`src/pfss_pkg.sv`:
```
package pfss_pkg;

  // ---------------------------------------------------------------
  // timing
  // ---------------------------------------------------------------
  localparam int unsigned CLK_PERIOD_NS    = 10;
  localparam int unsigned STROBE_MIN_NS    = 100;
  localparam int unsigned SAVE_TIME_MS     = 10;
  localparam int unsigned CONFIRM_DELAY_MS = 2;
  localparam int unsigned NS_PER_MS        = 1000000;

  // least width rounds up
  localparam int unsigned STROBE_CYC =
    (STROBE_MIN_NS + CLK_PERIOD_NS - 1) / CLK_PERIOD_NS;
  localparam int unsigned SAVE_CYC    = SAVE_TIME_MS * NS_PER_MS / CLK_PERIOD_NS;
  localparam int unsigned CONFIRM_CYC = CONFIRM_DELAY_MS * NS_PER_MS / CLK_PERIOD_NS;

  localparam int unsigned CNT_W = 21;
  typedef logic [CNT_W-1:0] pfss_cnt_t;

  // ---------------------------------------------------------------
  // sequencer states
  // ---------------------------------------------------------------
  typedef enum logic [4:0] {
    PFSS_IDLE    = 5'b00001,
    PFSS_CONFIRM = 5'b00010,
    PFSS_STROBE  = 5'b00100,
    PFSS_SAVING  = 5'b01000,
    PFSS_DONE    = 5'b10000
  } pfss_state_e;

endpackage

```
`src/pfss_sync.sv`:
```
`timescale 1ns/10ps

module pfss_sync (
  input  wire logic clock_i,
  input  wire logic rst_b_i,
  input  wire logic async_i,
  output logic      level_o
);

  logic [2:0] sync_ff;
  logic [2:0] nxt_sync;
  logic       level_ff;
  logic       nxt_level;

  // a change counts only once stages two and three agree
  always_comb begin
    nxt_sync  = {sync_ff[1:0], async_i};
    nxt_level = (sync_ff[1] == sync_ff[2]) ? sync_ff[2] : level_ff;
  end

  always_ff @(posedge clock_i) begin
    if (!rst_b_i) begin
      sync_ff  <= 3'h0;
      level_ff <= 1'b0;
    end else begin
      sync_ff  <= nxt_sync;
      level_ff <= nxt_level;
    end
  end

  assign level_o = level_ff;

endmodule // pfss_sync

```
`src/pfss_seq.sv`:
```
// Functional notes
// - strobe is driven low for at least 100 ns to request a save
// - strobe returns high before any further save request
// - save is requested at least 10 ms before regulation is lost
// - one raw detector pulse alone is never a power failure
// - after a loss indication wait about 2 ms then resample
// - still high on resample means real loss, else resume
// - restore strobe held low during power transitions blocks saves
// - software save requests are qualified by the write signal
`timescale 1ns/10ps

module pfss_seq
  import pfss_pkg::*;
(
  input  wire logic clock_i,
  input  wire logic rst_b_i,
  input  wire logic loss_i,
  input  wire logic supply_ok_i,
  input  wire logic sw_save_i,
  input  wire logic write_i,
  output logic      save_b_o,
  output logic      restore_b_o,
  output logic      busy_o,
  output logic      save_done_o,
  output logic      false_alarm_o
);
  import pfss_pkg::*;

  // ---------------------------------------------------------------
  // decode helpers
  // ---------------------------------------------------------------
  // one terminal-count test for every timed state, so no window can
  // drift by a cycle against the others
  function automatic logic pfss_cnt_end(input pfss_cnt_t   cnt,
                                        input int unsigned cycles);
    pfss_cnt_end = (cnt == pfss_cnt_t'(cycles - 1));
  endfunction

  // resample verdict: loss still seen while the supply is judged good
  function automatic logic pfss_loss_real(input logic loss,
                                          input logic ok);
    pfss_loss_real = loss && ok;
  endfunction

  // states in which every new request is refused
  function automatic logic pfss_is_busy(input pfss_state_e st);
    pfss_is_busy = (st == PFSS_STROBE) || (st == PFSS_SAVING);
  endfunction

  // ---------------------------------------------------------------
  // input synchronisers
  // ---------------------------------------------------------------
  localparam int unsigned PIN_N = 2;

  logic             loss_s;
  logic             ok_s;
  logic [PIN_N-1:0] pin_raw;
  logic [PIN_N-1:0] pin_sync;

  // bit 0 carries the loss detector, bit 1 the supply status
  assign pin_raw = {supply_ok_i, loss_i};

  // the loss and supply pins get the same three-stage filter, so a single-clock
  // glitch never reaches the sequencer from either of them
  for (genvar g = 0; g < PIN_N; g = g + 1) begin : g_pin_sync
    pfss_sync u_sync (
      .clock_i (clock_i),
      .rst_b_i (rst_b_i),
      .async_i (pin_raw[g]),
      .level_o (pin_sync[g])
    );
  end

  assign loss_s = pin_sync[0];
  assign ok_s   = pin_sync[1];

  // ---------------------------------------------------------------
  // sequencer
  // ---------------------------------------------------------------
  pfss_state_e state_ff;
  pfss_state_e nxt_state;
  // one counter times every window; the save window is the widest
  pfss_cnt_t   cnt_ff;
  pfss_cnt_t   nxt_cnt;
  logic        save_b_ff;
  logic        nxt_save_b;
  logic        restore_b_ff;
  logic        nxt_restore_b;
  logic        done_ff;
  logic        nxt_done;
  logic        false_ff;
  logic        nxt_false;
  logic        sw_req;

  // ---------------------------------------------------------------
  // request qualification
  // ---------------------------------------------------------------
  // a stray decode during power-up must not reach the memory without a write
  assign sw_req = sw_save_i & write_i;

  // ---------------------------------------------------------------
  // sequencer next state
  // ---------------------------------------------------------------
  always_comb begin
    nxt_state  = state_ff;
    nxt_cnt    = cnt_ff;
    nxt_save_b = 1'b1;
    case (state_ff)
      PFSS_IDLE: begin
        nxt_cnt = '0;
        // supply not judged good: a save begun now could not finish
        if (!ok_s) begin
          nxt_state = PFSS_IDLE;
        end else if (sw_req) begin
          nxt_state  = PFSS_STROBE;
          nxt_save_b = 1'b0;
        end else if (loss_s) begin
          nxt_state = PFSS_CONFIRM;
        end
      end
      PFSS_CONFIRM: begin
        // wait then resample; a single zero-crossing pulse is gone by now
        if (pfss_cnt_end(cnt_ff, CONFIRM_CYC)) begin
          nxt_cnt = '0;
          if (pfss_loss_real(loss_s, ok_s)) begin
            nxt_state  = PFSS_STROBE;
            nxt_save_b = 1'b0;
          end else begin
            nxt_state = PFSS_IDLE;
          end
        end else begin
          nxt_cnt = cnt_ff + pfss_cnt_t'(1);
        end
      end
      PFSS_STROBE: begin
        // falling edge starts the save; held low long enough
        if (pfss_cnt_end(cnt_ff, STROBE_CYC)) begin
          nxt_cnt   = cnt_ff + pfss_cnt_t'(1);
          nxt_state = PFSS_SAVING;
        end else begin
          nxt_cnt    = cnt_ff + pfss_cnt_t'(1);
          nxt_save_b = 1'b0;
        end
      end
      PFSS_SAVING: begin
        // requests ignored; the count runs on from the strobe so the
        // window is measured from the start of the request
        if (pfss_cnt_end(cnt_ff, SAVE_CYC)) begin
          nxt_state = PFSS_DONE;
        end else begin
          nxt_cnt = cnt_ff + pfss_cnt_t'(1);
        end
      end
      PFSS_DONE: begin
        nxt_cnt = '0;
        // rearm only after the request lines drop, so one hold cannot
        // chain saves back to back
        if (!sw_req && !loss_s) begin
          nxt_state = PFSS_IDLE;
        end
      end
      default: begin
        nxt_state = PFSS_IDLE;
        nxt_cnt   = '0;
      end
    endcase
  end

  // ---------------------------------------------------------------
  // sequencer registers
  // ---------------------------------------------------------------
  always_ff @(posedge clock_i) begin
    if (!rst_b_i) begin
      state_ff  <= PFSS_IDLE;
      cnt_ff    <= '0;
      save_b_ff <= 1'b1;
    end else begin
      state_ff  <= nxt_state;
      cnt_ff    <= nxt_cnt;
      save_b_ff <= nxt_save_b;
    end
  end

  // ---------------------------------------------------------------
  // status pulses and restore level
  // ---------------------------------------------------------------
  // decoded from the state being left, so each pulse lasts one cycle
  // and needs no clear of its own
  always_comb begin
    nxt_restore_b = ok_s;
    nxt_done      = (state_ff == PFSS_SAVING) && pfss_cnt_end(cnt_ff, SAVE_CYC);
    nxt_false     = (state_ff == PFSS_CONFIRM) && pfss_cnt_end(cnt_ff, CONFIRM_CYC) &&
                    !pfss_loss_real(loss_s, ok_s);
  end

  always_ff @(posedge clock_i) begin
    if (!rst_b_i) begin
      restore_b_ff <= 1'b0;
      done_ff      <= 1'b0;
      false_ff     <= 1'b0;
    end else begin
      restore_b_ff <= nxt_restore_b;
      done_ff      <= nxt_done;
      false_ff     <= nxt_false;
    end
  end

  // ---------------------------------------------------------------
  // outputs
  // ---------------------------------------------------------------
  // busy is a plain state decode so it drops in the same cycle the
  // sequencer leaves the save window
  assign save_b_o      = save_b_ff;
  assign restore_b_o   = restore_b_ff;
  assign busy_o        = pfss_is_busy(state_ff);
  assign save_done_o   = done_ff;
  assign false_alarm_o = false_ff;

endmodule // pfss_seq

```
`config.mk`:
```
export PLATFORM = sky130hd
export DESIGN_NAME = pfss_seq
export DESIGN_NICKNAME = d
export VERILOG_FILES = /design/src/pfss_pkg.sv /design/src/pfss_sync.sv /design/src/pfss_seq.sv
export SDC_FILE = /design/constraint.sdc
export NUM_CORES = 1
export LEC_CHECK = 0
export ABC_AREA = 1
export ABC_CLOCK_PERIOD_IN_PS = 2500
export BUFFER_PORTS_ARGS = -buffer_cell sky130_fd_sc_hd__buf_4
export CAP_MARGIN = 20
export CORE_MARGIN = 1
export CORE_UTILIZATION = 55
export DETAILED_ROUTE_END_ITERATION = 8
export PLACE_DENSITY = 0.79
export SETUP_SLACK_MARGIN = 0.5
export SYNTH_ARGS = -nofsm -noshare
export SYNTH_HDL_FRONTEND = slang
export SYNTH_HIERARCHICAL = 1
export SYNTH_SLANG_ARGS = --single-unit
export TNS_END_PERCENT = 50
```
`constraint.sdc`:
```
create_clock -name clock_i -period 2.5 [get_ports clock_i]
set_input_delay 0.125 -clock clock_i [delete_from_list [all_inputs] [get_ports clock_i]]
set_output_delay 0.125 -clock clock_i [all_outputs]
set_load 0.005 [all_outputs]
```
# Word-level counts from Yosys, hierarchy flattened
# Cells that the tools add are included.
[classes]
reduce_logical = 10
n_eq_ne = 16
n_addsub = 1
bitwise = 1
mux = 18
[op_table]
columns = ["operator", "n"]
rows = [
  ["21-bit case mux with 3 select lines", 1],
  ["21-bit 2-to-1 mux", 2],
  ["5-bit 2-to-1 mux", 7],
  ["5-bit case mux with 5 select lines", 1],
  ["21-bit by 1-bit adder with 21-bit output, second input constant", 1],
  ["21-bit by 18-bit == test with 1-bit output, second input constant", 1],
  ["21-bit by 20-bit == test with 1-bit output, second input constant", 1],
  ["21-bit by 4-bit == test with 1-bit output, second input constant", 1],
  ["2-bit != test, second input constant", 4],
  ["5-bit by 1-bit == test with 1-bit output, second input constant", 1],
  ["5-bit by 2-bit == test with 1-bit output, second input constant", 1],
  ["5-bit by 3-bit == test with 1-bit output, second input constant", 1],
  ["5-bit by 4-bit == test with 1-bit output, second input constant", 1],
  ["5-bit == test, second input constant", 1],
  ["1-bit logical AND", 5],
  ["1-bit 2-to-1 mux", 5],
  ["5-bit AND reduction", 1],
  ["4-bit != test, second input constant", 1],
  ["1-bit logical NOT", 3],
  ["3-bit 2-to-1 mux", 1],
  ["1-bit case mux with 3 select lines", 1],
  ["1-bit == test", 2],
  ["2-bit by 1-bit != test with 1-bit output, second input constant", 1],
  ["1-bit bitwise AND", 1],
  ["1-bit logical OR", 1],
]
[totals]
out_inout_bits = 5
input_bits = 6
wordCells = 56
register_bits = 38

# Logic depth before layout (Yosys ltp)
[logic_depth]
word_depth = 5
depth_mapped = 11
depth_no_buf = 11

# By module
# Netlist, hierarchy kept.
[modules_own_cells]
columns = ["mod", "cells_per_inst", "area_each_um2", "seq_area_each_um2", "instances"]
rows = [
  ["pfss_seq", 261, 1835.5, 600.6, 1],
  ["pfss_sync", 13, 116.4, 80.1, 2],
]

# Worst setup path after synthesis
# No wires, ideal clock.
[synth_path]
kind = "register to register"
startpoint = "reg cnt_ff[0]"
endpoint = "reg cnt_ff[10]"
arrival_ns = 1.414
n_path_buf = 1
path_slack_ns = 0.966
stages_incl_launch_ff = 10
required_time_ns = 2.380
setup_time_ns = 0.120
period_less_slack_ns = 1.534
cell_sequence = "dfxtp_1 > ha_1 > nand3_4 > nor2_4 > nand3_2 > nand2_4 > nand2_4 > nand2_4 > buf_12 > nor3_2"
[synth_between]
elab_chain_len = 3
elab_cells_between_ends = 7
cone_classes = "add/sub (1); eq/ne (3); mux (3)"
[synth_lines]
columns = ["element", "line_no", "text"]
rows = [
  ["from (decl)", "pfss_seq.sv:83", "pfss_cnt_t cnt_ff;"],
  ["from (signal assigned)", "pfss_seq.sv:179", "cnt_ff <= nxt_cnt;"],
  ["21-bit by 1-bit adder with 21-bit output or 21-bit by 18-bit == test with 1-bit output (tied branches)", "n/a", ""],
  ["21-bit 2-to-1 mux (on tied branches)", "pfss_seq.sv:148, pfss_seq.sv:123", ""],
  ["21-bit case mux with 3 select lines", "pfss_seq.sv:108", "case (state_ff)"],
]
# Several ways; a longest one is shown, not always the timed one. The select of a mux whose other input is x is not followed.
# A chain may end at the register's enable or synchronous reset.

# Worst setup path in the final report
[layout_path]
startpoint = "reg cnt_ff[0]"
endpoint = "reg cnt_ff[3]"
# The elaborated chain is that of the path after synthesis.

==> impl_metrics.env <==
export IMPL_drv_slew=0
export IMPL_grt_pass1_wl_um=6980
export IMPL_synthMuxAreaShare_pct=0
export IMPL_tritoncts="yes"
export IMPL_p_leak_nw=0.956
export IMPL_pwr_share_clk_pct=45.2
export IMPL_synth_compound_area_share_pct=5.02
export IMPL_wl_um=3950
export IMPL_syn_inst=287
export IMPL_crit_required_ns=2.70
export IMPL_clock_skew_ns=0.00534
export IMPL_p_comb_share_pct=1.9
export IMPL_num_antenna_cells=0
export IMPL_via_per_inst=5.08
export IMPL_wl_per_cell_um=11.3
export IMPL_place_area_mm2=0.00217
export IMPL_p_sw_w=0.000240
export IMPL_postCtsResizedCells=0
export IMPL_gp_congestion=0.964
export IMPL_post_place_ws_ns=0.719
export IMPL_yosys_warnings=6
export IMPL_start_kind="register"
export IMPL_synth_distinct_cells=32
export IMPL_netlist_area_mm2=0.00207
export IMPL_rsz0062_at_grt="false"
export IMPL_die_w_um=63.3
export IMPL_core_rowCount=21
export IMPL_overflow=0
export IMPL_die_h_um=63.3
export IMPL_postSynthAreaPerCell_um2=7.21
export IMPL_finalSetupTns_ns=0
export IMPL_fin_area_mm2=0.00229
export IMPL_grtUsageTotal_pct=21.9
export IMPL_period_share_pct=72.4
export IMPL_fin_ws_ns=0.690
export IMPL_boundaryPins=11
export IMPL_synth_nets=295
export IMPL_maxSlewHeadroom_pct=77.1
export IMPL_seq_area_frac_synth_pct=36.8
export IMPL_htree_levels=2
export IMPL_tightest_slew_ns=0.342
export IMPL_p_sw_share_pct=20.8
export IMPL_total_power_w=0.00116
export IMPL_hold_path_class="in -> reg"
export IMPL_coreArea_mm2=0.00347
export IMPL_num_nets_final=309
export IMPL_synth_fa_ha_area_share_pct=1.21
export IMPL_clkLatencyLatePin_ns=0.29
export IMPL_critPathKind="reg -> reg"
export IMPL_antenna_found_initial=0
export IMPL_fin_util_pct=65.9
export IMPL_arrival_ns=2.01
export IMPL_crit_path_max_fanout=15
export IMPL_cts_buffer_depth=2
export IMPL_p_seq_share_pct=52.9
export IMPL_fill_cells=322
export IMPL_postCtsSetupRepairBufs=0
export IMPL_drv_cap=0
export IMPL_dp_hpwl_um=2950
export IMPL_final_min_clock_period_ns=1.81
export IMPL_p_int_w=0.000915
export IMPL_synth_seq_cells=38
export IMPL_cts_clk_slew_worst_paths_ns=0.08
export IMPL_fmax_mhz=552
export IMPL_cts_sinks=38
export IMPL_dr_pass1_iters=5
export IMPL_drive_gt1_share_pct=19.5
export IMPL_postCtsHoldBufs=0
export IMPL_first_global_vias=1639
export IMPL_ir_drop_mv=0.441
export IMPL_drc=0
export IMPL_port_buffers=10
export IMPL_vias=1769
export IMPL_syn_to_final_growth_pct=10.5
export IMPL_grt_max_degree=23
export IMPL_end_kind="register"
export IMPL_root_buffer="clkbuf_8"
export IMPL_synth_xor_area_share_pct=3.39
export IMPL_power_density_mw_per_mm2=505
export IMPL_yosys_area_share_simple_pct=44.6
export IMPL_synth_top_family_by_area="simple AND/OR/NAND/NOR gates"
export IMPL_ant_nets=0
export IMPL_start_util_pct=59.6
export IMPL_first_iter_violations=155
export IMPL_numCtsBuffers=5
export IMPL_status="complete, no violations"
export IMPL_hold_viol=0
export IMPL_setup_viol=0
export IMPL_dieArea_mm2=0.00401
-- cells in the final DEF, fill, tap and decap left out, types with 5 or more instances in the layout --
master	n
a21oi_1	10
clkbuf_8	5
dfxtp_1	38
xor2_1	5
buf_4	10
nor3_1	7
nand3_1	19
nor2_1	49
nor3_2	5
nand4_1	10
nor2_2	13
nand2_2	6
inv_1	40
nor2_4	6
nand2_1	48
-- routing by layer --
metal / vias to the layer above / share of wire, % / track usage (%)
met5: - / 0 / 0
met3: 4 / 3.2 / 5.43
li1: 940 / - / -
met1: 798 / 50 / 28.7
met4: 0 / 0.96 / 5.97
met2: 27 / 46 / 35.6
-- power groups by stage --
stage          sequential [W]  clock [W]  combinational (W)
6_report             0.000611   0.000522          0.0000222
5_1_grt              0.000612   0.000554          0.0000252
4_1_cts              0.000611   0.000533          0.0000221
3_5_place_dp         0.000626          0          0.0000220
3_3_place_gp         0.000625          0          0.0000214
2_1_floorplan        0.000625          0          0.0000110
-- cells by family after synthesis --
logic type / after synthesis
adders and majority gates: 2
AOI/OAI and AO/OA: 19
DFF: 38
buffers and inverters: 45
xor gates and xnor gates: 8
and+or+nand+nor: 175
-- synth_stat cells (all sizes together) --
| library cell | count | share of area [%] |
|---|---|---|
| a31oi | 2 | 0.60 |
| nor4 | 1 | 0.30 |
| nor2 | 68 | 16 |
| nand3 | 22 | 6.4 |
| ha | 2 | 1.2 |
| or2 | 2 | 0.61 |
| buf | 2 | 1.2 |
| dfxtp | 38 | 37 |
| clkbuf | 1 | 0.18 |
| nand4 | 10 | 3.0 |
| o22ai | 1 | 0.30 |
| inv | 42 | 7.6 |
| xor2 | 5 | 2.1 |
| nor3 | 14 | 5.7 |
| xnor2 | 3 | 1.3 |
| o21ai | 4 | 0.97 |
| a21oi | 10 | 2.4 |
| o211ai | 2 | 0.73 |
| nand2 | 57 | 12 |
| and3 | 1 | 0.30 |
-- worst max-delay path: stages (launching register included) --
cell and delay [ns]:
dfxtp_1 0.40, ha_1 0.27, nand3_4 0.14, nor2_4 0.18
nand3_2 0.13, nand2_4 0.11, nand2_4 0.09, nand2_4 0.22
a21oi_1 0.07, nand2_1 0.07, inv_1 0.03
-- final cells by class --
cell class              count  area, um2  area share (%)
multi-input cells         204       1120            49.0
flip-flops and latches     38        761            33.3
inverters                  42        158            6.90
repair buffers             10       75.1            3.28
clock buffers               5       68.8            3.01
well taps                  46       57.6            2.52
clock inverters             3       45.0            1.97
-- through the flow --
stage | hold WS (ns) | std cells
finish | 0.00936 | 348
global route | 0.0183 | 348
CTS | 0.00341 | 348
detailed placement | 0.312 | 340
global placement | 0.305 | 340
floorplan | 0.218 | 287
-- path summary, 6_finish.rpt --
kind / startpoint / to / slack [ns] / depth (start not counted)
max: cnt_ff[0]$_SDFFE_PN0N_ / cnt_ff[3]$_SDFFE_PN0N_ / 0.69 / 10
max reg2reg: cnt_ff[0]$_SDFFE_PN0N_ / cnt_ff[3]$_SDFFE_PN0N_ / 0.69 / 10
min reg2reg: g_pin_sync[1].u_sync/sync_ff[0]$_SDFF_PN0_ / g_pin_sync[1].u_sync/sync_ff[1]$_SDFF_PN0_ / 0.41 / 2
min: supply_ok_i / g_pin_sync[1].u_sync/sync_ff[0]$_SDFF_PN0_ / 0.009 / 3
-- registers in the layout, summed over array words and instances (netlist names) --
register                   count
g_pin_sync.u_sync/level_o      2
g_pin_sync.u_sync/sync_ff      6
state_ff                       5
cnt_ff                        21
restore_b_o                    1
save_b_o                       1
false_alarm_o                  1
save_done_o                    1
Power figures use the tool's default switching activity.
